### src/rmd_pkg.sv
// shared types and constants of the reduced media independent data interface
// assumes one reference clock; every slower rate comes from an enable pulse
package rmd_pkg;
    localparam int unsigned RMD_SLOW_DIV   = 10;
    localparam int unsigned RMD_CNT_W      = 4;
    localparam int unsigned RMD_WIN_BITS   = 10;
    localparam int unsigned RMD_FIFO_DEPTH = 4;
    localparam int unsigned RMD_PTR_W      = 2;
    localparam logic [1:0]  RMD_IDLE_DIBIT = 2'h0;
    localparam logic [RMD_CNT_W-1:0] RMD_CNT_LAST = 4'h9;
    localparam logic [RMD_CNT_W-1:0] RMD_CNT_ZERO = 4'h0;
    localparam logic [RMD_PTR_W:0]   RMD_CNT_FULL = 3'h4;
    localparam logic [RMD_WIN_BITS-1:0] RMD_WIN_IDLE = 10'h3ff;

    typedef enum logic [3:0] {
        RMD_ST_IDLE  = 4'h1,
        RMD_ST_CARR  = 4'h2,
        RMD_ST_DRAIN = 4'h4,
        RMD_ST_FALSE = 4'h8
    } rmd_state_e;

    // one received nibble with its error flag
    typedef struct packed {
        logic       err;
        logic [3:0] nib;
    } rmd_nib_s;

    typedef struct packed {
        rmd_state_e                         st;
        logic [RMD_CNT_W-1:0]               cnt;
        logic                               sq_s1;
        logic                               sq_s2;
        logic [RMD_WIN_BITS-1:0]            win;
        logic                               car100;
        logic [RMD_FIFO_DEPTH-1:0][4:0]     mem;
        logic [RMD_PTR_W-1:0]               wp;
        logic [RMD_PTR_W-1:0]               rp;
        logic [RMD_PTR_W:0]                 fill;
        logic                               pres;
        logic                               sel;
        rmd_nib_s                           cur;
        logic                               crs;
        logic [1:0]                         rxd;
        logic                               receive_error_pin;
        logic [1:0]                         txd;
        logic                               txv;
        logic                               txact;
    } rmd_regs_s;
endpackage

### src/rmd_rmii_phy.sv
// phy-side reduced media independent data path: transmit di-bit capture,
// receive carrier detection, nibble buffer and carrier-sense/data-valid sequencing
// assumes the pcs delivers decoded nibbles and line bits synchronous to clk_i
`timescale 1ns/1ns
module rmd_rmii_phy
(
    input  wire logic             clk_i,
    input  wire logic             rst_i,
    input  wire logic             speed_100_i,
    input  wire logic             transmit_enable_pin_i,
    input  wire logic [1:0]       txd_i,
    input  wire logic             squelch_i,
    input  wire logic             line_bit_i,
    input  wire logic             line_bit_en_i,
    input  wire logic             line_idle_i,
    input  wire logic             false_carrier_i,
    input  wire rmd_pkg::rmd_nib_s rx_nib_i,
    input  wire logic             rx_nib_valid_i,
    output logic                  carrier_valid_pin_o,
    output logic [1:0]            rxd_o,
    output logic                  receive_error_pin_o,
    output logic [1:0]            tx_dibit_o,
    output logic                  tx_dibit_valid_o,
    output logic                  tx_active_o
);
    import rmd_pkg::*;

    rmd_regs_s s_r;
    rmd_regs_s s_nxt;
    logic      step;
    logic      hit100;
    logic      car_sync;
    logic      loading;
    logic      wr;

    // two zeros with at least one bit between them inside the window
    function automatic logic nc_zeros(input logic [RMD_WIN_BITS-1:0] w);
        logic r;
        r = 1'b0;
        for (int i = 0; i < RMD_WIN_BITS; i++)
        begin
            for (int j = i + 2; j < RMD_WIN_BITS; j++)
            begin
                if (!w[i] && !w[j])
                begin
                    r = 1'b1;
                end
            end
        end
        return r;
    endfunction

    // one clock, slow rate as enable
    assign step     = speed_100_i || (s_r.cnt == RMD_CNT_LAST);
    assign hit100   = line_bit_en_i && nc_zeros({s_r.win[RMD_WIN_BITS-2:0], line_bit_i});
    // decisions use the synchronised carrier; the raw level bridges
    // the two cycles before the synchroniser sees a fresh squelch
    assign car_sync = speed_100_i ? s_r.car100 : (s_r.sq_s2 || squelch_i);
    assign wr       = rx_nib_valid_i && (s_r.fill != RMD_CNT_FULL);

    always_comb
    begin
        s_nxt   = s_r;
        loading = 1'b0;
        s_nxt.cnt   = (step || speed_100_i) ? RMD_CNT_ZERO : s_r.cnt + 4'h1;
        s_nxt.sq_s1 = squelch_i;
        s_nxt.sq_s2 = s_r.sq_s1;
        if (line_bit_en_i)
        begin
            s_nxt.win = {s_r.win[RMD_WIN_BITS-2:0], line_bit_i};
        end
        if (hit100)
        begin
            s_nxt.car100 = 1'b1;
        end
        else if (line_idle_i)
        begin
            s_nxt.car100 = 1'b0;
        end

        // accept di-bit while enabled, ignore otherwise, one per slow step
        s_nxt.txv   = transmit_enable_pin_i && step;
        s_nxt.txd   = (transmit_enable_pin_i && step) ? txd_i : RMD_IDLE_DIBIT;
        s_nxt.txact = transmit_enable_pin_i;

        // di-bit sequencing, low di-bit first; nothing before a nibble exists
        if (step)
        begin
            if (s_r.pres && !s_r.sel)
            begin
                s_nxt.sel = 1'b1;
                s_nxt.rxd = s_r.cur.nib[3:2];
            end
            else if (s_r.fill != '0 && s_r.st != RMD_ST_FALSE && s_r.st != RMD_ST_IDLE)
            begin
                loading    = 1'b1;
                s_nxt.pres = 1'b1;
                s_nxt.sel  = 1'b0;
                s_nxt.cur  = rmd_nib_s'(s_r.mem[s_r.rp]);
                s_nxt.rxd  = s_nxt.cur.nib[1:0];
                s_nxt.rp   = s_r.rp + 2'h1;
            end
            else
            begin
                // idle di-bit when nothing to present
                s_nxt.pres = 1'b0;
                s_nxt.sel  = 1'b0;
                s_nxt.rxd  = RMD_IDLE_DIBIT;
            end
            // error shown with the nibble that carries it
            s_nxt.receive_error_pin = s_nxt.pres && s_nxt.cur.err;
        end

        case (s_r.st)
            RMD_ST_IDLE:
            begin
                // raw detection feeds the output flop directly for low latency
                if (speed_100_i ? (hit100 || s_r.car100) : squelch_i)
                begin
                    s_nxt.crs = 1'b1;
                    s_nxt.st  = RMD_ST_CARR;
                end
            end
            RMD_ST_CARR:
            begin
                if (false_carrier_i)
                begin
                    s_nxt.st = RMD_ST_FALSE;
                end
                else if (!car_sync && step && !s_nxt.sel)
                begin
                    s_nxt.crs = 1'b0;
                    s_nxt.st  = s_nxt.pres ? RMD_ST_DRAIN : RMD_ST_IDLE;
                end
            end
            RMD_ST_DRAIN:
            begin
                if (step)
                begin
                    s_nxt.crs = s_nxt.pres && s_nxt.sel;
                    if (!s_nxt.pres)
                    begin
                        s_nxt.st = RMD_ST_IDLE;
                    end
                end
            end
            RMD_ST_FALSE:
            begin
                // no toggling; buffer content of a false event is discarded
                if (!car_sync)
                begin
                    s_nxt.crs = 1'b0;
                    s_nxt.st  = RMD_ST_IDLE;
                end
            end
            default:
            begin
                s_nxt.st = RMD_ST_IDLE;
            end
        endcase

        if (s_r.st == RMD_ST_FALSE)
        begin
            s_nxt.rp   = s_r.wp;
            s_nxt.fill = '0;
            s_nxt.pres = 1'b0;
            s_nxt.rxd  = RMD_IDLE_DIBIT;
            s_nxt.receive_error_pin = 1'b0;
        end
        else
        begin
            if (wr)
            begin
                s_nxt.mem[s_r.wp] = rx_nib_i;
                s_nxt.wp          = s_r.wp + 2'h1;
            end
            s_nxt.fill = s_r.fill + {2'h0, wr} - {2'h0, loading};
        end
    end

    always_ff @(posedge clk_i)
    begin
        if (rst_i)
        begin
            s_r       <= '0;
            s_r.st    <= RMD_ST_IDLE;
            s_r.win   <= RMD_WIN_IDLE;
            s_r.cnt   <= RMD_CNT_ZERO;
        end
        else
        begin
            s_r <= s_nxt;
        end
    end

    // every pin from a flop on clk_i
    assign carrier_valid_pin_o = s_r.crs;
    assign rxd_o               = s_r.rxd;
    assign receive_error_pin_o = s_r.receive_error_pin;
    assign tx_dibit_o          = s_r.txd;
    assign tx_dibit_valid_o    = s_r.txv;
    assign tx_active_o         = s_r.txact;
endmodule

### config.mk
export PLATFORM = sky130hd
export DESIGN_NAME = rmd_rmii_phy
export DESIGN_NICKNAME = d
export VERILOG_FILES = /design/src/rmd_pkg.sv /design/src/rmd_rmii_phy.sv
export SDC_FILE = /design/constraint.sdc
export NUM_CORES = 1
export LEC_CHECK = 0
export BUFFER_PORTS_ARGS = -buffer_cell sky130_fd_sc_hd__buf_2
export CAP_MARGIN = 20
export CORE_UTILIZATION = 35
export DETAILED_ROUTE_END_ITERATION = 16
export SYNTH_ARGS = -nofsm -noshare
export SYNTH_HDL_FRONTEND = slang
export SYNTH_SLANG_ARGS = --single-unit
export TNS_END_PERCENT = 50
### constraint.sdc
create_clock -name clk_i -period 4.2 [get_ports clk_i]
set_clock_uncertainty 0.15 [all_clocks]
set_input_delay 0.63 -clock clk_i [delete_from_list [all_inputs] [get_ports clk_i]]
set_output_delay 0.63 -clock clk_i [all_outputs]
set_load 0.02 [all_outputs]
# --- Word level (Yosys, flattened, before mapping) ---
# Index checks and enable logic that the tools add are counted.
classes:
  bitwise_logic: 2
  eq_ne: 18
  reduce_logical: 77
  magnitude_cmp: 3
  muxes: 76
  addsub: 5
op_table:
  columns: ["op", "count"]
  rows:
  - ["2-to-1 mux 1 bit", 51]
  - ["logical AND 1 bit", 47]
  - ["2-to-1 mux 5 bit", 5]
  - ["2-to-1 mux 4 bit", 6]
  - ["bitwise mux 20 bit", 1]
  - ["one-hot mux 4 bit (4 select lines)", 1]
  - ["2-to-1 mux 2 bit", 7]
  - ["inequality test 2 bit, second input constant", 7]
  - ["logical NOT 1 bit", 13]
  - ["binary-select mux 5 bit (select 2 bit)", 1]
  - ["demux 5 bit (select 2 bit)", 1]
  - ["== test 4 bit, second input constant", 2]
  - ["2-to-1 mux 7 bit", 1]
  - ["less-than comparator 2 x 3 -> 1 bit, second input constant", 2]
  - ["inequality test 3 bit, second input constant", 2]
  - ["AND reduction 3 bit", 2]
  - ["AND reduction 6 bit", 1]
  - ["nonzero test 2 bit", 3]
  - ["OR reduction 2 bit", 3]
  - ["AND reduction 5 bit", 1]
  - ["adder 2 x 1 -> 2 bit, second input constant", 2]
  - ["adder 4 x 1 -> 4 bit, second input constant", 1]
  - ["== test 4 x 1 -> 1 bit, second input constant", 1]
  - ["== test 4 x 2 -> 1 bit, second input constant", 1]
  - ["14 further kinds", 19]
word_totals:
  reg_bits: 62
  out_inout_bits: 8

# --- Depth between registers and ports, before layout ---
# Gate-level depths: netlist (run 1).
depth:
  ltp_word: 43
  mapped_depth: 15
  mapped_depth_nobuf: 13

# --- Worst setup path after synthesis (run 1) ---
# OpenSTA, ideal clock, no wires.
synth_path:
  path_type: "register to register"
  startpoint: "register s_r[56] in the netlist's numbering"
  endpoint: "register s_r[17] in the netlist's numbering"
  synth_period_minus_slack_ps: 2912
  setup_time_ps: 121
  setup_slack_ps: 1288
  stages_incl_launch_ff: 16
  t_arrival_ps: 2641
  path_buffers: 2
  cell_sequence: "dfxtp_1 > inv_1 > ha_1 > and3b_1 > or2_2 > clkbuf_1 > and3_1 > buf_4 > ha_1 > inv_1 > ha_1 > inv_1 > fa_1 > xor2_1 > xnor2_1 > nor2_1"
synth_between:
  elab_chain_len: 4
synth_rtl:
  columns: ["element", "line_no", "source"]
  rows:
  - ["start, declared", "rmd_rmii_phy.sv:28", "rmd_regs_s s_r;"]
  - ["start signal, assigned", "rmd_rmii_phy.sv:192", "s_r <= s_nxt;"]
  - ["== test 4 bit", "rmd_rmii_phy.sv:54", "assign step = speed_100_i || (s_r.cnt == RMD_CNT_LAST);"]
  - ["logical OR 1 bit", "rmd_rmii_phy.sv:54", null]
  - ["2-to-1 mux 1 bit", "rmd_rmii_phy.sv:87", "if (step)"]
  - ["subtractor 3 x 1 -> 3 bit", "rmd_rmii_phy.sv:177", "s_nxt.fill = s_r.fill + {2'h0, wr} - {2'h0, loading};"]
# No other way between the ends.
# A chain may end at the register's enable or synchronous reset.

# --- Worst setup path after layout (run 1) ---
# Ends and elaborated chain as after synthesis.

==> metrics.cfg, run 1 <==
[critical_path]
timing.critical_path.required_ns = 4.28
worstSetupStartpoint = s_r[56]$_SDFF_PP0_
worst_path_largest_cell_delay_ns = 0.41
critical-path-top-delay-family = simple AND/OR/NAND/NOR gates
timing.reg2reg.setup_slack_ns = 1.10
critical_path.startpoint_type = flop
critPathSlowestCell = or2_2
critical_path.max_fanout = 15
path_class = flop to flop
r2r-start = s_r[56]$_SDFF_PP0_
endpoint_type_of_the_worst_setup_path = flop
r2r_end = s_r[17]$_SDFF_PP0_
timing.critical_path.cells = inv_1, ha_1, and3b_1, or2_2, and3_1, ha_1, inv_1, ha_1, inv_1, fa_1, xor2_1, xnor2_1, nor2_1
r2r_cells = 13
critPathBufInv = 3
worstPathArrival_ns = 3.17

[cts]
cts.sink_count = 60
cts_max_level = 3
cts_tree = built
cts_setup_buffers = 0
ctsHoldBuffers = 0
clk_latency_ns = 0.34
clockBufferDepth = 2
clk_pin_slew_worst_paths_ns = 0.07
cts_made_buffers = 9
clk_root_buffer_cell = clkbuf_8
post_cts_resize_count = 0

[sta]
max-slew-margin-rel_pct = 40.1
tns_ns = 0
clock.fmax_mhz = 323
timing.final.crit_share_pct = 73.7
final-max-slew-violation-count = 0
timing.final.setup_violations = 0
hold_ws_ns = 0.287
timing.final.hold_violations = 0
max_slew.worst_pin.slew_ns = 0.898
grt_setup_unrepaired = false
fin_crit_ns = 3.10

[global_routing]
gr-usage-all-layers_pct = 15.1
first_global_vias = 2121
largest_net_degree_at_the_start_of_global_routing = 51
grt_first_pass_wirelength_mm = 10.1
antenna_found_initial = 0
globalRoute.totalOverflow = 0

[power_and_ir_drop]
power.leakage_nw = 1.20
cellPowerDensity_mw_per_mm2 = 531
p_total_mw = 1.68
worst_ir_drop_vdd_mv = 0.165

[routing]
wl_per_cell_um = 13.2
detail_route.drc_violations = 0
wirelength_mm = 5.68
vias_per_inst = 5.04
first_pass_iters = 4
ant_nets = 0
num_vias = 2162
drtIter0Drc = 87

[status]
status = completed

[place]
dpl_cell_area_mm2 = 0.00293
io_buffer_count = 24
detailed_place_hpwl_mm = 4.08
gp_routability_congestion = 0.758

[floorplan]
dieArea_mm2 = 0.00831
io_pins = 25
floorplan.core_area_mm2 = 0.00769
placementRows = 32
chipHeight_um = 91.1
initial_util_pct = 36.2
die-width_um = 91.1

[synth]
synth_top_cell_area_share_pct = 43.2
dominantRegCellSynth = dfxtp_1
ys_async_sr_fraction_pct = 0
synth.net_count = 333
portion_of_the_post_synthesis_area_used_by_sequential_elements_pct = 43.2
ys_types = 47
post_synth_edffs = 0
synthesized_area_divided_by_synthesized_cell_count_um2 = 9.06
synthCells = 307
synthesis.area_mm2 = 0.00278
yosys.area.top_type = dfxtp_1
yosys_warnings = 0
post_synth_main_area_contributors = dfxtp_1, nand2_1, a21oi_1
postSynthRegisterBits = 60

[layout]
final.fill_count = 799
area_growth_pct = 13.9
final_nets = 348
antenna-diode-count = 0
regArea_mm2 = 0.00120
final_layout_size_suffix_gt1_share_pct = 16.2
area_of_combinational_cells_with_multiple_inputs_mm2 = 0.00145
postLayoutCoreUtil_pct = 41.2
finish.instance_area_mm2 = 0.00317

[min_path]
hp-class = flop to flop
startpoint_of_the_tightest_hold_check_path = s_nxt[53]$_SDFF_PP0_
hold_path_end = s_r[53]$_SDFF_PP0_
hold_path_depth = 1

[job]
timing.max_cap.violations = 0

-- logic make-up after synthesis --
family | share of synthesized area, %
AND/OR/NAND/NOR | 24.2
AO/OA/AOI/OAI | 15.3
flip-flops | 43.2
buffers and inverters | 4.63
XOR/XNOR | 2.83
multiplexers | 5.49
adder cells (fa/ha/maj) | 4.32
-- layout by cell type (no fill, tap or decap), types with 2 or more instances in the layout --
master      n
nand2b_1    4
inv_1       7
a22oi_1     2
mux2i_1     4
nor4b_1     2
clkinv_2    2
a211o_1     9
clkbuf_8   12
a31oi_1     3
a21boi_0    2
nand3_1    25
a221oi_1    3
mux4_2      5
nand4_1     3
or4b_1      4
buf_2      24
nor2_1     19
a21oi_1    25
o21ai_0     8
nor2b_1    14
bufinv_16   2
dfxtp_1    60
nand2_1    37
and3_1      4
xor2_1      2
ha_1        8
a211oi_1    3
a211oi_2    2
nor3_1      6
xnor2_1     7
-- state kept, by name, indices dropped and copies added, names as in the netlist --
| register | cells |
|---|---|
| s_nxt | 1 |
| tx_dibit_o | 2 |
| receive_error_pin_o | 1 |
| tx_active_o | 1 |
| tx_dibit_valid_o | 1 |
| s_r | 51 |
| carrier_valid_pin_o | 1 |
| rxd_o | 2 |
-- layer usage --
metal | up-vias | track usage [%] | routed length [um]
met5 | - | 0 | 0
met2 | 33 | 24.0 | 2600
met1 | 994 | 19.4 | 2790
li1 | 1124 | - | -
met3 | 11 | 2.76 | 164
met4 | 0 | 8.33 | 121
-- per-stage QoR --
stage	cells	worst slack, ns
floorplan	307	1.29
detailed placement	413	1.10
global placement	413	1.15
CTS	429	1.10
global route	429	0.915
finish	429	1.10
-- power by group --
part	internal (mW)	switching (mW)	leakage (nW)
combinational	0.166	0.206	0.590
clock	0.381	0.228	0.122
sequential	0.634	0.0698	0.490
total	1.18	0.503	1.20
-- cells in the mapped netlist, types with 6 or more instances --
cell type / number
dfxtp_1: 60
nand2_1: 37
a21oi_1: 25
nand3_1: 25
nor2_1: 19
nor2b_1: 14
clkbuf_1: 12
a211o_1: 9
ha_1: 8
o21ai_0: 8
inv_1: 7
xnor2_1: 7
nor3_1: 6
-- final cells by class --
type | count | area share (%)
Multi-Input combinational cell | 219 | 45.8
Clock inverter | 4 | 2.21
Clock buffer | 12 | 5.21
Inverter | 7 | 0.829
Timing Repair Buffer | 25 | 4.03
Sequential cell | 60 | 37.9
Tap cell | 102 | 4.03
-- worst max path at each step --
stage	to	slack, ns	cells after the start
6_report	s_r[17]$_SDFF_PP0_	1.10	13
3_5_place_dp	s_r[17]$_SDFF_PP0_	1.10	11
4_1_cts	s_r[17]$_SDFF_PP0_	1.10	13
5_1_grt	s_r[17]$_SDFF_PP0_	0.91	13
2_1_floorplan	s_r[17]$_SDFF_PP0_	1.29	15
3_3_place_gp	s_r[17]$_SDFF_PP0_	1.15	11
No activity file was read; power rests on OpenSTA's default activity.
==> inputs of run 2 (changes only) <==
ABC_AREA = 1   (was default)
clock period = 2.8 ns   (was 4.2 ns; I/O delays follow)
==> metrics.cfg, run 2 <==
[routing]
vias_per_inst = 4.73  ; -6.2%
num_vias = 2377  ; +9.9%
wl_per_cell_um = 11.8  ; -11%
first_pass_iters = 4  ; unchanged
ant_nets = 0  ; unchanged
drtIter0Drc = 94  ; +8.0%
wirelength_mm = 5.94  ; +4.6%
detail_route.drc_violations = 0  ; unchanged

[critical_path]
endpoint_type_of_the_worst_setup_path = flop
worst_path_largest_cell_delay_ns = 0.37  ; -0.04 ns
critical_path.max_fanout = 10  ; -5
timing.reg2reg.setup_slack_ns = 0.23  ; -0.88 ns
path_class = flop to flop
timing.critical_path.required_ns = 2.92  ; -1.36 ns
critPathSlowestCell = fa_1
r2r_end = s_r[17]$_SDFF_PP0_
timing.critical_path.to = s_r[17]$_SDFF_PP0_
critical_path.startpoint_type = flop
r2r_cells = 13  ; unchanged
worstPathArrival_ns = 2.69  ; -0.48 ns
critPathBufInv = 4  ; +1
critical-path-top-delay-family = adder cells
timing.critical_path.cells = inv_1, ha_1, nand3_4, nand2_8, nand2_2, inv_4, ha_1, inv_1, ha_1, inv_1, fa_1, or2_2, a21oi_1
worstSetupStartpoint = s_r[56]$_SDFF_PP0_
r2r-start = s_r[56]$_SDFF_PP0_
worst-path-stages = 13  ; unchanged

[layout]
final_nets = 422  ; +21%
largest_register = s_r
final-instance-count-excl-fill = 503  ; +17%
final.fill_count = 803  ; +0.50%
largest_register_ffs = 51  ; unchanged
final_layout_size_suffix_gt1_share_pct = 19.2  ; +3.0 points
mostFrequentLayoutCell = nand2_1
antenna-diode-count = 0  ; unchanged
final_cell_mix = nand2_1, dfxtp_1, inv_1, a21oi_1, nand3_1
area_growth_pct = 13.9  ; about the same

[sta]
hold_ws_ns = 0.132  ; -0.154 ns
max_slew.worst_pin.slew_ns = 0.579  ; -0.319 ns
timing.final.setup_violations = 0  ; unchanged
timing.final.crit_share_pct = 91.9  ; +18 points
timing.final.hold_violations = 0  ; unchanged
tns_ns = 0  ; unchanged
final-max-slew-violation-count = 0  ; unchanged
grt_setup_unrepaired = false
clock.fmax_mhz = 389  ; +20%
fin_crit_ns = 2.57  ; -0.524 ns
worst_slack_ns = 0.228  ; -0.876 ns
max-slew-margin-rel_pct = 61.3  ; +21 points

[cts]
clockBufferDepth = 2  ; unchanged
cts_tree = built
clk_root_buffer_cell = clkbuf_8
post_cts_resize_count = 0  ; unchanged
clk_pin_slew_worst_paths_ns = 0.07  ; about the same
clk_latency_ns = 0.35  ; about the same
cts_made_buffers = 9  ; unchanged
ctsHoldBuffers = 0  ; unchanged
cts_setup_buffers = 0  ; unchanged
cts_max_level = 3  ; unchanged
cts.sink_count = 60  ; unchanged

[synth]
ys_types = 36  ; -23%
synth_top_cells_by_count = nand2_1, dfxtp_1, a21oi_1, inv_1, nand3_1
postSynthRegisterBits = 60  ; unchanged
portion_of_the_post_synthesis_area_used_by_sequential_elements_pct = 42.0  ; -1.2 points
synthMostInstantiatedCell = nand2_1
yosys_warnings = 0  ; unchanged
ys_async_sr_fraction_pct = 0  ; unchanged
synthCells = 373  ; +21%
synth_top_cell_area_share_pct = 42.0  ; -1.2 points
post_synth_main_area_contributors = dfxtp_1, nand2_1, a21oi_1
synthesis.area_mm2 = 0.00286  ; +2.9%
dominantRegCellSynth = dfxtp_1
synth.net_count = 399  ; +20%
post_synth_edffs = 0  ; unchanged
yosys.area.top_type = dfxtp_1
synthesized_area_divided_by_synthesized_cell_count_um2 = 7.67  ; -15%

[power_and_ir_drop]
cellPowerDensity_mw_per_mm2 = 828  ; +56%
p_total_mw = 2.70  ; +60%
worst_ir_drop_vdd_mv = 0.261  ; +58%
power.leakage_nw = 1.45  ; +20%

[floorplan]
placementRows = 32  ; unchanged
dieArea_mm2 = 0.00854  ; +2.8%
chipHeight_um = 92.4  ; +1.4%
io_pins = 25  ; unchanged
initial_util_pct = 36.7  ; +0.47 points
floorplan.core_area_mm2 = 0.00781  ; +1.6%
die-width_um = 92.4  ; +1.4%

[min_path]
hp-class = input port to flop

[global_routing]
gr-usage-all-layers_pct = 15.3  ; +0.11 points
globalRoute.totalOverflow = 0  ; unchanged
largest_net_degree_at_the_start_of_global_routing = 20  ; -61%
first_global_vias = 2137  ; +0.75%
grt_first_pass_wirelength_mm = 10.1  ; +0.49%
antenna_found_initial = 0  ; unchanged

[job]
timing.max_cap.violations = 0  ; unchanged

[place]
detailed_place_hpwl_mm = 4.31  ; +5.7%
dpl.cell_count = 487  ; +18%
place_worst_setup_slack_ns = 0.221  ; -0.882 ns
io_buffer_count = 24  ; unchanged
gp_routability_congestion = 0.763  ; +0.69%

[status]
status = completed

-- run 2: changes by cell type after synthesis, sizes merged, moves of 7 or more --
cell | before | now
clkbuf | 12 | 5
nand2 | 37 | 76
o21ai | 8 | 33
a21oi | 25 | 42
nor2b | 14 | 0
nor2 | 20 | 34
a211o | 9 | 0
nand3 | 25 | 37
nor3 | 7 | 0
inv | 7 | 49
-- run 2: metal layers --
layer  vias up  GRT usage, %  routed length, um
met5         -             0                  0
met4         0          8.59                126
met3        10          2.96                137
met2        27          23.3               2650
met1      1082          20.1               3030
li1       1258             -                  -
-- run 2: kinds of logic (layout without fill, tap and decap cells) --
kind of cell / Yosys count / count (layout) / synth area share [%]
buffers and inverters: 63 / 91 / 9.44
flip-flops: 60 / 60 / 42.0
AO/OA/AOI/OAI: 85 / 85 / 16.1
adder cells (fa/ha/maj): 9 / 9 / 4.20
XOR/XNOR: 4 / 4 / 1.22
AND/OR/NAND/NOR: 152 / 152 / 27.1
-- run 2: worst min path at each step --
stage                                     from                  endpoint  slack (ns)  cells after the start
after global routing                  txd_i[0]  tx_dibit_o[0]$_SDFF_PP0_        0.13                      3
after floorplan           s_nxt[53]$_SDFF_PP0_        s_r[53]$_SDFF_PP0_        0.24                      2
after global placement    s_nxt[53]$_SDFF_PP0_        s_r[53]$_SDFF_PP0_        0.24                      2
after CTS                             txd_i[1]  tx_dibit_o[1]$_SDFF_PP0_        0.12                      3
after detailed placement  s_nxt[53]$_SDFF_PP0_        s_r[53]$_SDFF_PP0_        0.25                      2
final                                 txd_i[1]  tx_dibit_o[1]$_SDFF_PP0_        0.13                      3
-- run 2: cell type report --
| type | count | area, um^2 | area share, % |
|---|---|---|---|
| multi-input combinational | 250 | 1390 | 42.7 |
| sequential | 60 | 1200 | 36.9 |
| inverter | 50 | 195 | 5.99 |
| clock buffer | 10 | 128 | 3.92 |
| timing repair buffer | 25 | 128 | 3.92 |
| tap | 102 | 128 | 3.92 |
| clock inverter | 6 | 88.8 | 2.73 |
-- run 2: tightest hold or removal path, delay by kind of cell --
kind                   cells  cell delay [ns]
AND/OR/NAND/NOR            1             0.03
buffers and inverters      2             0.13
-- run 2: through the flow --
stage                     instance area (um^2)  util, %
after CTS                                 3260     41.7
after floorplan                           2860        -
after global placement                    3040     39.0
after detailed placement                  3040     39.0
after global routing                      3260     41.7
final                                     3260     41.7
-- run 2: power by group --
part | switching, mW | leakage, nW | internal [mW]
Clock | 0.353 | 0.102 | 0.501
Sequential | 0.105 | 0.491 | 0.975
Combinational | 0.482 | 0.855 | 0.282
Total | 0.941 | 1.45 | 1.76
==> inputs of run 3 (changes only) <==
==> constraint.sdc (replaced) <==
create_clock -name clk_i -period 2.8 [get_ports clk_i]
set_clock_uncertainty 0.15 [all_clocks]
set_input_delay 0.14 -clock clk_i [delete_from_list [all_inputs] [get_ports clk_i]]
set_output_delay 0.14 -clock clk_i [all_outputs]
set_load 0.02 [all_outputs]
==> metrics.cfg, run 3 (same netlist as run 2, synthesis figures left out) <==
[cts]
clk_latency_ns = 0.34  ; about the same
clockBufferDepth = 2  ; unchanged
cts_max_level = 3  ; unchanged
clk_root_buffer_cell = clkbuf_8
clk_pin_slew_worst_paths_ns = 0.07  ; about the same
cts_made_buffers = 9  ; unchanged
cts_tree = built
post_cts_resize_count = 0  ; unchanged
cts.sink_count = 60  ; unchanged

[sta]
max-slew-margin-rel_pct = 61.9  ; +0.63 points
hold_ws_ns = 0.0562  ; -0.0760 ns
timing.final.hold_violations = 0  ; unchanged
timing.final.setup_violations = 0  ; unchanged
final-max-slew-violation-count = 0  ; unchanged
tns_ns = 0  ; unchanged
timing.final.crit_share_pct = 91.6  ; -0.27 points
max_slew.worst_pin.slew_ns = 0.570  ; -0.00938 ns
fin_crit_ns = 2.56  ; -0.00745 ns
clock.fmax_mhz = 390  ; +0.29%
grt_setup_unrepaired = false

[min_path]
hold_path_end = s_nxt[53]$_SDFF_PP0_
hold_path_depth = 2  ; -1
hp-class = input port to flop
startpoint_of_the_tightest_hold_check_path = rst_i

[critical_path]
path_class = flop to flop
r2r_end = s_r[17]$_SDFF_PP0_
cpMostUsedCell = inv_1
critPathSlowestCell = dfxtp_1
r2r-start = s_r[16]$_SDFF_PP0_
timing.reg2reg.setup_slack_ns = 0.24  ; about the same
worst_path_largest_cell_delay_ns = 0.41  ; +0.04 ns
timing.critical_path.required_ns = 2.92  ; about the same
timing.critical_path.cells = inv_1, nand3b_1, nand4_1, inv_2, nand2_2, inv_4, ha_1, inv_1, ha_1, inv_1, fa_1, or2_2, a21oi_1
critical_path.max_fanout = 9  ; -1
worstPathArrival_ns = 2.68  ; about the same
r2r_cells = 13  ; unchanged
endpoint_type_of_the_worst_setup_path = flop
critical_path.startpoint_type = flop

[routing]
wl_per_cell_um = 12.0  ; +1.4%
detail_route.drc_violations = 0  ; unchanged
wirelength_mm = 6.19  ; +4.2%
ant_nets = 0  ; unchanged
num_vias = 2436  ; +2.5%
drtIter0Drc = 107  ; +14%
first_pass_iters = 5  ; +1
vias_per_inst = 4.71  ; -0.29%

[layout]
final.fill_count = 806  ; +0.37%
area_growth_pct = 18.1
antenna-diode-count = 0  ; unchanged
mostFrequentLayoutCell = nand2_1
regArea_mm2 = 0.00120  ; unchanged
final_layout_size_suffix_gt1_share_pct = 17.8  ; -1.4 points
final_cell_mix = nand2_1, dfxtp_1, inv_1, a21oi_1, nand3_1
final_nets = 436  ; +3.3%
largest_register = s_r
area_of_combinational_cells_with_multiple_inputs_mm2 = 0.00139  ; unchanged
finish.instance_area_mm2 = 0.00338  ; +3.7%
largest_register_ffs = 51  ; unchanged

[global_routing]
gr-usage-all-layers_pct = 16.3  ; +1.1 points
antenna_found_initial = 0  ; unchanged
grt_first_pass_wirelength_mm = 10.8  ; +6.7%
largest_net_degree_at_the_start_of_global_routing = 21  ; +5.0%
first_global_vias = 2384  ; +12%
globalRoute.totalOverflow = 0  ; unchanged

[place]
io_buffer_count = 24  ; unchanged
detailed_place_hpwl_mm = 4.41  ; +2.3%
dpl_cell_area_mm2 = 0.00304  ; unchanged
gp_routability_congestion = 0.851  ; +12%

[floorplan]
dieArea_mm2 = 0.00854  ; unchanged
placementRows = 32  ; unchanged
die-width_um = 92.4  ; unchanged
floorplan.core_area_mm2 = 0.00781  ; unchanged
chipHeight_um = 92.4  ; unchanged
io_pins = 25  ; unchanged
initial_util_pct = 36.7  ; unchanged

[power_and_ir_drop]
cellPowerDensity_mw_per_mm2 = 785  ; -5.2%
worst_ir_drop_vdd_mv = 0.224  ; -14%
power.leakage_nw = 1.50  ; +3.6%
p_total_mw = 2.65  ; -1.8%

[job]
timing.max_cap.violations = 0  ; unchanged

[status]
status = completed

-- run 3: cell types whose count changed in the layout (fill, tap and decap cells not counted), sizes merged --
cell,delta
clkinv,-2
dlygate4sd3,+14
clkbuf,+5
clkinvlp,-2
bufinv,-1
-- run 3: power by group --
group          internal, mW  switching [mW]
Clock                 0.462           0.327
Combinational         0.293           0.486
Sequential            0.976           0.108
-- run 3: metrics by stage --
stage                     cells  setup slack (ns)  util [%]
after global placement      487             0.335      39.0
after global routing        517             0.109      43.3
final                       517             0.235      43.3
after CTS                   517             0.233      43.3
after floorplan             373             0.412         -
after detailed placement    487             0.250      39.0
-- run 3: worst max path at each step --
stage,from,endpoint,slack (ns),cells past startpoint
floorplan,s_r[56]$_SDFF_PP0_,s_r[17]$_SDFF_PP0_,0.41,13
global placement,s_r[56]$_SDFF_PP0_,s_r[17]$_SDFF_PP0_,0.34,13
detailed placement,s_r[16]$_SDFF_PP0_,s_r[17]$_SDFF_PP0_,0.25,13
CTS,s_r[16]$_SDFF_PP0_,s_r[17]$_SDFF_PP0_,0.23,13
global route,s_r[16]$_SDFF_PP0_,s_r[17]$_SDFF_PP0_,0.11,13
finish,s_r[16]$_SDFF_PP0_,s_r[17]$_SDFF_PP0_,0.24,13
-- run 3: area by class of cell --
class / count / share of cell area, %
inverter: 50 / 5.78
tap: 102 / 3.78
sequential: 60 / 35.6
clock inverter: 1 / 0.889
clock buffer: 15 / 4.93
multi-input combinational: 250 / 41.1
timing repair buffer: 39 / 7.93
-- run 3: layer usage --
metal  up-vias  GRT usage [%]  part of all wire [%]
li1       1287              -                     -
met5         -              0                     0
met4         0           8.07                   2.4
met2        29           25.8                    46
met1      1106           20.9                    49
met3        14           3.53                   2.8
-- run 3: timing repair --
item                                   4_1_cts  5_1_grt
endpoints found under the hold margin       29        0
hold buffers                                14        0
setup buffers                                0        0
-- run 3: worst max-delay path, delay by kind of cell (launching register included) --
kind	cells	cell delay (ns)
compound gates	1	0.13
fa+ha+maj	3	0.73
buf+inv	5	0.36
flops	1	0.41
simple gates	4	0.71
